[src/logic/vwac_pkg.sv]
package vwac_pkg;
	localparam logic [7:0] VWAC_OFS_ADDR_HIGH = 8'h3c;
	localparam logic [7:0] VWAC_OFS_PITCH     = 8'h3d;
	localparam logic [7:0] VWAC_OFS_CONTROL   = 8'h3e;
	localparam logic [7:0] VWAC_RST_REG       = 8'h00;
	localparam int VWAC_HIGH_PITCH_BIT = 5;
	localparam int VWAC_CTL_OCCLUDE    = 7;
	localparam int VWAC_CTL_DIFFUSE    = 5;
	localparam int VWAC_CTL_ZOOM_REP   = 4;
	localparam int VWAC_CTL_FMT_LSB    = 1;
	localparam int VWAC_CTL_ENABLE     = 0;
	localparam logic [7:0] VWAC_HIGH_RW_MASK = 8'h2f;
	localparam logic [7:0] VWAC_CTL_RW_MASK  = 8'hbf;
	localparam logic [11:0] VWAC_OVERRIDE_PITCH = 12'h400;
	localparam logic [2:0] VWAC_FMT_YUV422 = 3'h0;
	localparam logic [2:0] VWAC_FMT_PACKED = 3'h1;
	localparam logic [2:0] VWAC_FMT_LUT8   = 3'h2;
	localparam logic [2:0] VWAC_FMT_RGB555 = 3'h4;
	localparam logic [2:0] VWAC_FMT_RGB565 = 3'h5;
	typedef enum logic [1:0] {
		VWAC_DISP_OFF,
		VWAC_DISP_ARMED,
		VWAC_DISP_ON
	} vwac_disp_e;
endpackage

[src/logic/vwac_line_addr.sv]
`timescale 1ns/10ps
// Scanline address counter: loads a base, then steps by a pitch.
module vwac_line_addr #(
	parameter int AW = 22
) (
	input  wire logic          mclk,
	input  wire logic          srst,
	input  wire logic          load,
	input  wire logic          step,
	input  wire logic [AW-1:0] base,
	input  wire logic [12:0]   pitch,
	output logic      [AW-1:0] addr
);
	wire logic [AW-1:0] stepped;

	// Wraps at the top of the address space, as the memory itself does.
	assign stepped = addr + AW'(pitch);

	// Load takes priority so a frame never starts from a stale line.
	always_ff @(posedge mclk) begin
		if (srst) begin
			addr <= '0;
		end else if (load) begin
			addr <= base;
		end else if (step) begin
			addr <= stepped;
		end
	end
endmodule

[src/logic/vwac_top.sv]
`timescale 1ns/10ps
// Video window address and master control.
module vwac_top
	import vwac_pkg::*;
#(
	parameter int AW = 22
) (
	input  wire logic          mclk,
	input  wire logic          srst,
	input  wire logic          reg_wr,
	input  wire logic          reg_rd,
	input  wire logic [7:0]    reg_index,
	input  wire logic [7:0]    reg_wdata,
	output logic      [7:0]    reg_rdata,
	input  wire logic [7:0]    buffer_address_low_reg,
	input  wire logic [7:0]    buffer_address_mid_reg,
	input  wire logic [1:0]    fine_byte_offset_reg,
	input  wire logic          capture_pitch_override_bit,
	input  wire logic          auto_decimation_enable_bit,
	input  wire logic          capture_interleave,
	input  wire logic          vsync,
	input  wire logic          window_first_line,
	input  wire logic          window_line_end,
	input  wire logic          capture_line_end,
	input  wire logic          capture_frame_start,
	input  wire logic [AW-1:0] capture_base,
	output logic      [AW-1:0] window_addr,
	output logic      [AW-1:0] capture_addr,
	output logic      [AW-1:0] start_addr,
	output logic      [11:0]   line_pitch,
	output logic               window_active,
	output logic               occlusion_en,
	output logic               diffusion_en,
	output logic               zoom_replicate,
	output logic      [2:0]    window_format,
	output logic               format_reserved,
	output logic               chroma_excess128,
	output logic               decimate_en
);
	// Register copies and the enable sequencer.
	logic [7:0]  buffer_address_high_reg;
	logic [7:0]  line_pitch_reg;
	logic [7:0]  window_master_control_reg;
	logic        vsync_q;
	vwac_disp_e  disp_state;
	vwac_disp_e  next_disp_state;

	// Decoded fields and assembled values, all combinational.
	wire logic        hit_high;
	wire logic        hit_pitch;
	wire logic        hit_ctl;
	wire logic        vsync_lead;
	wire logic        enable_bit;
	wire logic [2:0]  fmt;
	wire logic [11:0] pitch;
	wire logic [12:0] win_step;
	wire logic [12:0] cap_step;
	wire logic [AW-1:0] start;
	wire logic        fmt_rgb;
	wire logic        fmt_yuv;
	wire logic        fmt_packed;
	wire logic        fmt_lut8;
	wire logic        fmt_bad;
	wire logic        occlude_bit;
	wire logic        diffuse_bit;
	wire logic        zoom_rep_bit;
	wire logic        next_window_active;
	wire logic [7:0]  rd_mux;

	// Index decode for the three registers held here.
	assign hit_high  = reg_index == VWAC_OFS_ADDR_HIGH;
	assign hit_pitch = reg_index == VWAC_OFS_PITCH;
	assign hit_ctl   = reg_index == VWAC_OFS_CONTROL;
	assign vsync_lead = vsync & ~vsync_q;
	assign enable_bit = window_master_control_reg[VWAC_CTL_ENABLE];
	assign fmt = window_master_control_reg[VWAC_CTL_FMT_LSB +: 3];

	// Control fields picked out by name so the output stage stays short.
	assign occlude_bit  = window_master_control_reg[VWAC_CTL_OCCLUDE];
	assign diffuse_bit  = window_master_control_reg[VWAC_CTL_DIFFUSE];
	assign zoom_rep_bit = window_master_control_reg[VWAC_CTL_ZOOM_REP];

	// Address and pitch assembly from the register fields.
	// The pitch is a byte distance on an eight-byte grid, so its low three bits are tied off.
	assign start = {buffer_address_high_reg[3:0], buffer_address_mid_reg,
		buffer_address_low_reg, fine_byte_offset_reg};
	assign pitch = {buffer_address_high_reg[VWAC_HIGH_PITCH_BIT],
		line_pitch_reg, 3'h0};
	// Both counters step by the registered pitch unless the capture override is set, so a pitch write takes
	// effect on the same edge for fetch and capture; fetch steps by line_pitch, interleaved capture by twice it.
	assign win_step = {1'b0, line_pitch};
	// Override beats interleave: the fixed pitch is meant to be absolute.
	// Interleaved capture skips the other field's line, hence the doubled step.
	assign cap_step = capture_pitch_override_bit ? {1'b0, VWAC_OVERRIDE_PITCH}
		: (capture_interleave ? {line_pitch, 1'b0} : {1'b0, line_pitch});

	// Format decode; anything outside the five named codes is flagged, not remapped,
	// so downstream fetch logic can blank the window instead of guessing a format.
	assign fmt_yuv    = fmt == VWAC_FMT_YUV422;
	assign fmt_packed = fmt == VWAC_FMT_PACKED;
	assign fmt_lut8   = fmt == VWAC_FMT_LUT8;
	assign fmt_rgb    = (fmt == VWAC_FMT_RGB555) || (fmt == VWAC_FMT_RGB565);
	assign fmt_bad    = !(fmt_rgb || fmt_yuv || fmt_packed || fmt_lut8);

	// Read mux; reserved bits read as zero, unmapped indexes as zero.
	assign rd_mux = hit_high  ? (buffer_address_high_reg & VWAC_HIGH_RW_MASK) :
	                hit_pitch ? line_pitch_reg :
	                hit_ctl   ? (window_master_control_reg & VWAC_CTL_RW_MASK) : 8'h00;

	// Register writes; reserved bits are not stored.
	// Other indexes are ignored here; those registers belong to neighbouring blocks.
	always_ff @(posedge mclk) begin
		if (srst) begin
			buffer_address_high_reg   <= VWAC_RST_REG;
			line_pitch_reg            <= VWAC_RST_REG;
			window_master_control_reg <= VWAC_RST_REG;
		end else if (reg_wr) begin
			if (hit_high)
				buffer_address_high_reg <= reg_wdata & VWAC_HIGH_RW_MASK;
			if (hit_pitch)
				line_pitch_reg <= reg_wdata;
			if (hit_ctl)
				window_master_control_reg <= reg_wdata & VWAC_CTL_RW_MASK;
		end
	end

	// Enable sequencing: arm on a written one, go live on vsync rise.
	always_comb begin
		next_disp_state = disp_state;
		unique case (disp_state)
			VWAC_DISP_OFF: begin
				// A vsync rise in the cycle the enable lands already counts as the next one.
				if (enable_bit && vsync_lead)
					next_disp_state = VWAC_DISP_ON;
				else if (enable_bit)
					next_disp_state = VWAC_DISP_ARMED;
			end
			VWAC_DISP_ARMED: begin
				if (!enable_bit)
					next_disp_state = VWAC_DISP_OFF;
				else if (vsync_lead)
					next_disp_state = VWAC_DISP_ON;
			end
			VWAC_DISP_ON: begin
				if (!enable_bit)
					next_disp_state = VWAC_DISP_OFF;
			end
			// The spare fourth code of the state register falls back to off.
			default: next_disp_state = VWAC_DISP_OFF;
		endcase
	end

	// The window follows the next state, so a zero write drops it one edge later.
	assign next_window_active = (next_disp_state == VWAC_DISP_ON) && enable_bit;

	// State, edge detector and registered outputs.
	// The edge detector starts low, so vsync held high through reset shows one false rise;
	// that is harmless because the enable register is still clear at that edge.
	// Read data is captured on the strobe edge and then held until the next read.
	always_ff @(posedge mclk) begin
		if (srst) begin
			disp_state <= VWAC_DISP_OFF;
			vsync_q    <= 1'b0;
			reg_rdata  <= 8'h00;
		end else begin
			disp_state <= next_disp_state;
			vsync_q    <= vsync;
			if (reg_rd)
				reg_rdata <= rd_mux;
		end
	end

	// Mode outputs registered so every top output leaves a flip-flop.
	// The price is one edge of latency after each control write.
	// Occlusion is passed as written; keeping it off with interpolation is software's job.
	always_ff @(posedge mclk) begin
		if (srst) begin
			window_active    <= 1'b0;
			occlusion_en     <= 1'b0;
			diffusion_en     <= 1'b0;
			zoom_replicate   <= 1'b0;
			window_format    <= 3'h0;
			format_reserved  <= 1'b0;
			chroma_excess128 <= 1'b0;
			decimate_en      <= 1'b0;
			start_addr       <= '0;
			line_pitch       <= 12'h000;
		end else begin
			window_active    <= next_window_active;
			occlusion_en     <= occlude_bit;
			// Diffusion only means something while unpacking the compressed format.
			diffusion_en     <= diffuse_bit && fmt_packed;
			zoom_replicate   <= zoom_rep_bit;
			window_format    <= fmt;
			format_reserved  <= fmt_bad;
			chroma_excess128 <= fmt_yuv || fmt_packed;
			decimate_en      <= fmt_rgb && auto_decimation_enable_bit;
			start_addr       <= start;
			line_pitch       <= pitch;
		end
	end

	// Window fetch counter: start address on the frame's first line.
	// A load and a step in one cycle resolve in favour of the load inside the counter.
	vwac_line_addr #(.AW(AW)) u_win (
		.mclk  (mclk),
		.srst  (srst),
		.load  (window_first_line),
		.step  (window_line_end),
		.base  (start_addr),
		.pitch (win_step),
		.addr  (window_addr)
	);

	// Capture counter shares the pitch but has its own step rules.
	vwac_line_addr #(.AW(AW)) u_cap (
		.mclk  (mclk),
		.srst  (srst),
		.load  (capture_frame_start),
		.step  (capture_line_end),
		.base  (capture_base),
		.pitch (cap_step),
		.addr  (capture_addr)
	);
endmodule

[config.mk]
export PLATFORM = sky130hd
export DESIGN_NAME = vwac_top
export DESIGN_NICKNAME = d
export VERILOG_FILES = /design/src/logic/vwac_pkg.sv /design/src/logic/vwac_line_addr.sv /design/src/logic/vwac_top.sv
export SDC_FILE = /design/constraint.sdc
export NUM_CORES = 1
export LEC_CHECK = 0
export BUFFER_PORTS_ARGS = -buffer_cell sky130_fd_sc_hd__buf_4
export CAP_MARGIN = 20
export CORE_UTILIZATION = 40
export DETAILED_ROUTE_END_ITERATION = 8
export SETUP_SLACK_MARGIN = 0.05
export SLEW_MARGIN = 30
export SYNTH_ARGS = -nofsm -noshare
export SYNTH_HDL_FRONTEND = slang
export SYNTH_SLANG_ARGS = --single-unit
[constraint.sdc]
create_clock -name mclk -period 6.3 [get_ports mclk]
set_input_delay 0.315 -clock mclk [delete_from_list [all_inputs] [get_ports mclk]]
set_output_delay 0.315 -clock mclk [all_outputs]
set_load 0.005 [all_outputs]
# Word level (Yosys, flattened, before mapping)
# Cells that the tools add are included.
# totals
register_bits,119
input_bits,68
elab_cells,65
latch_bits,0
mem_bits_ro,0
mem_bits_rw,0
mem_count,0
# classes
div,0
reduce_logical,17
order_cmp,0
shifts,0
eq_ne,10
muxes,15
multipliers,0
bitwise,2
n_addsub,2
# ops
operator,count
22-bit two-way mux,4
13-bit two-way mux,2
"8-bit by 6-bit == test with 1-bit output, second input constant",3
8-bit two-way mux,3
22-bit by 12-bit adder with 22-bit output,1
22-bit by 13-bit adder with 22-bit output,1
2-bit two-way mux,5
"3-bit == test, second input constant",2
2-bit one-hot mux with 3 select lines,1
2-bit AND reduction,3
1-bit logical OR,5
"2-bit == test, second input constant",2
1-bit logical AND,4
2-bit nonzero test,2
"3-bit by 1-bit == test with 1-bit output, second input constant",1
"3-bit by 2-bit == test with 1-bit output, second input constant",1
3-bit logical NOT,1
"2-bit by 1-bit == test with 1-bit output, second input constant",1
2-bit logical NOT,1
1-bit bitwise AND,1
1-bit logical NOT,1
1-bit NOT,1

# Logic depth before layout (Yosys ltp)
# logic_depth
ltp_word,7
depth_mapped,11
depth_no_buf,10

# By module
# Synthesis repeated with hierarchy kept, for this count alone.
# unflattened
cells_unflattened,706
hier_area_um2,6185.9
# modules_own_cells
mod,area_each_um2,cells_each,seq_area_each_um2,instances
vwac_line_addr,1783.0,230,440.4,2
vwac_top,2620.0,246,1441.4,1

# Worst setup path after synthesis
# OpenSTA, ideal clock, no wires.
# synth_timing
kind,input to register
start,input port capture_interleave
end,register u_cap.addr[13]
t_arrival_ns,2.681
stages,10
n_path_buf,1
required_ns,6.185
path_slack_ns,3.505
setup_ns,0.115
path_cell_list,clkbuf_1 > mux2i_1 > or2_2 > fa_1 > and2b_1 > o2111ai_1 > a211oi_2 > o21ai_0 > xnor2_1 > o21a_1
# synth_between
elab_chain_len,5
# synth_lines
element,line,source
from (decl),vwac_top.sv:20,"input wire logic capture_interleave,"
13-bit two-way mux,vwac_top.sv:95,": (capture_interleave ? {line_pitch, 1'b0} : {1'b0, line_pitch});"
13-bit two-way mux,vwac_top.sv:94,"assign cap_step = capture_pitch_override_bit ? {1'b0, VWAC_OVERRIDE_PITCH}"
22-bit by 13-bit adder with 22-bit output,vwac_line_addr.sv:17,assign stepped = addr + AW'(pitch);
22-bit two-way mux,vwac_line_addr.sv:25,end else if (step) begin
22-bit two-way mux,vwac_line_addr.sv:23,end else if (load) begin
to (signal assigned),vwac_line_addr.sv:24,addr <= base;
to (signal assigned),vwac_line_addr.sv:26,addr <= stepped;
to (decl),vwac_line_addr.sv:12,output logic [AW-1:0] addr
# Every way passes these cells. The select of a mux whose other input is x is not followed.
# A chain may end at the register's enable or synchronous reset.

# Final worst setup path
# layout_timing
start,register line_pitch[4]
end,register u_cap.addr[13]
# layout_between
elab_chain_len,5
# layout_lines
element,line,source
from (decl),vwac_top.sv:30,"output logic [11:0] line_pitch,"
from (signal assigned),vwac_top.sv:199,line_pitch <= pitch;
13-bit two-way mux,vwac_top.sv:95,
13-bit two-way mux,vwac_top.sv:94,
22-bit by 13-bit adder with 22-bit output,vwac_line_addr.sv:17,
22-bit two-way mux,vwac_line_addr.sv:25,
22-bit two-way mux,vwac_line_addr.sv:23,
# Every way passes these cells. The select of a mux whose other input is x is not followed.

==> metrics.md <==
| Metric | Value |
|---|---|
| Status | `completed` |
| Syn Area/Cell | `9.02 um2` |
| Unrepaired setup endpoints after global routing | `no` |
| DR vias | `4861` |
| Reported max-cap violation count | `0` |
| CTS sink cnt | `about 120` |
| DRC Markers | `0` |
| CP delay by family, top | `compound AO/OA/AOI/OAI gates` |
| Fillers | `1221` |
| Largest regs | `start_addr x22, u_cap.addr x22, u_win.addr x22` |
| Largest net degree at the start of global routing | `94` |
| Top cell type's share of synthesized area | `41.7%` |
| Worst setup EP type | `flip-flop` |
| Die Y | `120 um` |
| Initial Util | `between 40% and 50%` |
| Global placer's final weighted congestion | `0.897` |
| Core area | `13400 um2` |
| FFs w/ async S/R, synth | `0%` |
| Clock Tree Buf Depth | `2` |
| DP Area | `6860 um2` |
| Worst EP arrival | `3.09 ns` |
| Reg2reg path depth | `9` |
| Global-route wire length before repair | `23100 um` |
| Top post-synthesis cells by area | `dfxtp_1 42%, mux2i_1 7.9%, nor2b_1 5.5%, a21oi_1 5.1%, ha_1 4.3%` |
| Post CTS Setup Buffer Count | `0` |
| Synth area leader | `dfxtp_1` |
| Port Buffers | `160` |
| Clock Pin Slew Worst Setup and Hold Paths | `0.05 ns` |
| Diodes inserted | `0` |
| Clk Latency, worst-skew pair | `~0.4 ns` |
| Root Driver | `clkbuf_16` |
| Layout Nets | `854` |
| Final wirelength | `14400 um` |
| Critical R2R Capture | `u_cap.addr[13]` |
| Clk pwr share | `53.2%` |
| Post-synth EDFFs | `0` |
| Grt ovf | `0` |
| Drt first pass iters | `5` |
| Critical path class | `flip-flop to flip-flop` |
| Area of the multi-input gates | `approximately 3000 um2` |
| Number of synthesized register bits | `116` |
| Global Route Usage Sum | `around 20%` |
| Final Hold Fails | `0` |
| CTS Buf Count | `17` |
| RR Startpoint | `line_pitch[4]` |
| TritonCTS clock tree | `yes` |
| Fmax | `roughly 360 MHz` |
| Post-synth cell types | `53` |
| Critical Path Max Stage Delay | `0.45 ns` |
| Setup violation total in the final timing report | `0` |
| Startpoint types | `flip-flop` |
| Ports | `164` |
| Vias in the first global route | `4697` |
| Cell area after synthesis | `5560 um2` |
| Chip Width | `approximately 120 um` |
| Number of gates resized after CTS | `0` |
| Post-synthesis cell count | `617` |
| Final TNS setup | `0 ns` |
| Slew HR | `36.6%` |
| Overall Power | `0.00203 W` |
| Seq pwr share | `38.3%` |
| Dpl cells | `922` |
| Combinational power share | `between 8 and 9%` |
| Final cell count without fillers | `around 950` |
| P per Cell Area | `270 nW/um2` |
| Critical Path RT | `6.60 ns` |
| Net Sw Power | `0.000448 W` |
| Critical path, cell by cell | `mux2i_1 -> or2_2 -> fa_1 -> and2b_1 -> o2111ai_1 -> a211oi_2 -> o21ai_0 -> xnor2_1 -> o21a_1` |
| Synth warn | `0` |
| CTS H-tree depth | `4` |
| Fin area | `7530 um2` |
| Share of cells above drive strength 1 | `26.3%` |
| Post-layout util | `56.2%` |
| CTS Hold Bufs | `0` |
| Crit path to | `u_cap.addr[13]` |
| Sequential-to-total area share from yosys stat | `41.7%` |
| Worst Skew | `~0.0077 ns` |
| Peak VDD IR | `256 uV` |
| Switching Fraction | `22.0%` |
| Final period utilization | `between 40% and 50%` |
| Max-slew violations | `0` |
| CP max-delay cell | `a211oi_2` |
| Crit. Startpoint | `line_pitch[4]` |
| Final HPWL DP | `10700 um` |
| Cell internal pwr | `~0.0016 W` |
| Worst-path maximum fanout | `5` |
| Ys flop type | `dfxtp_1` |
| Crit path time final | `2.79 ns` |
| Worst Hold Class | `primary input to flip-flop` |
| 1st-iter DRT viols | `around 260` |
| FF/Latch Area | `2320 um2` |
| Die ar. | `14400 um2` |
| Initial antenna violation count | `0` |
| Rows | `42` |
| Lkg Pwr | `3.52 nW` |
| CP bufs+invs | `0` |
| Least-Margin Pin Slew | `approximately 0.95 ns` |
| Reg2Reg Setup Slack | `around 3.5 ns` |
| Antenna-violating nets left | `0` |
| Area grow syn2layout | `35.3%` |
| Critical path depth | `9` |
| Routed WL per cell | `between 15 and 20 um` |
| Leading cell type by number of instances after synthesis | `dfxtp_1` |
| Via-to-Cell Ratio | `about 5.1` |
| Synth top cells by count | `116 x dfxtp_1, 57 x a21oi_1, 54 x nor2_1` |
==> cells in the final DEF (no fill, tap or decap), types with 17 or more instances in the layout <==
master	instances
a21oi_1	57
buf_4	162
clkbuf_16	17
dfxtp_1	116
ha_1	19
inv_1	28
mux2i_1	44
nand2_1	28
nor2_1	54
nor2b_1	49
o21a_1	18
==> stage by stage <==
stage	worst slack, ns	hold WS [ns]
after CTS	3.53	0.0919
after detailed placement	3.46	0.460
after global routing	3.35	0.0921
after global placement	3.52	0.433
after floorplan	3.50	0.394
final	3.51	0.113
==> cells by family (layout without fill, tap and decap cells) <==
kind of cell / Yosys count / in the layout / share of synthesized area [%]
AO/OA/AOI/OAI: 143 / 143 / 17.3
XOR/XNOR: 26 / 26 / 4.09
adder cells (fa/ha/maj): 21 / 21 / 4.99
buffers and inverters: 63 / 222 / 4.54
flip-flops: 116 / 116 / 41.7
multiplexers: 45 / 45 / 8.12
other: 1 / 3 / 0.0674
AND/OR/NAND/NOR: 202 / 202 / 19.2
==> worst min path at each step <==
stage / from / endpoint / slack [ns] / depth (start not counted)
floorplan: srst / window_format[2] / 0.39 / 1
finish: buffer_address_mid_reg[5] / start_addr[15] / 0.11 / 2
detailed placement: reg_rdata[2] / reg_rdata[2] / 0.46 / 2
global placement: disp_state[1] / disp_state[0] / 0.43 / 1
global route: buffer_address_low_reg[2] / start_addr[4] / 0.09 / 2
CTS: buffer_address_low_reg[2] / start_addr[4] / 0.09 / 2
==> power groups by stage <==
stage	combinational (W)	clock (W)	sequential, W
4_1_cts	0.000175	0.00110	0.000779
5_1_grt	0.000190	0.00114	0.000782
2_1_floorplan	0.0000902	0	0.000791
6_report	0.000173	0.00108	0.000779
3_3_place_gp	0.000172	0	0.000794
3_5_place_dp	0.000174	0	0.000794
==> cell type report <==
type,instances,area share [%]
Multi-Input combinational cell,440,39.8
Sequential cell,116,30.9
Timing Repair Buffer,162,16.2
Clock buffer,21,6.25
Tap cell,176,2.93
Clock inverter,11,2.61
Inverter,28,1.40
==> metal layers <==
layer | vias to the layer above | part of all wire [%] | track usage, %
li1 | 2450 | - | -
met1 | 2278 | 46 | 25.4
met2 | 121 | 48 | 33.6
met3 | 12 | 4.8 | 6.51
met4 | 0 | 1.1 | 6.25
met5 | - | 0 | 0
(Power assumes the default switching activity.)
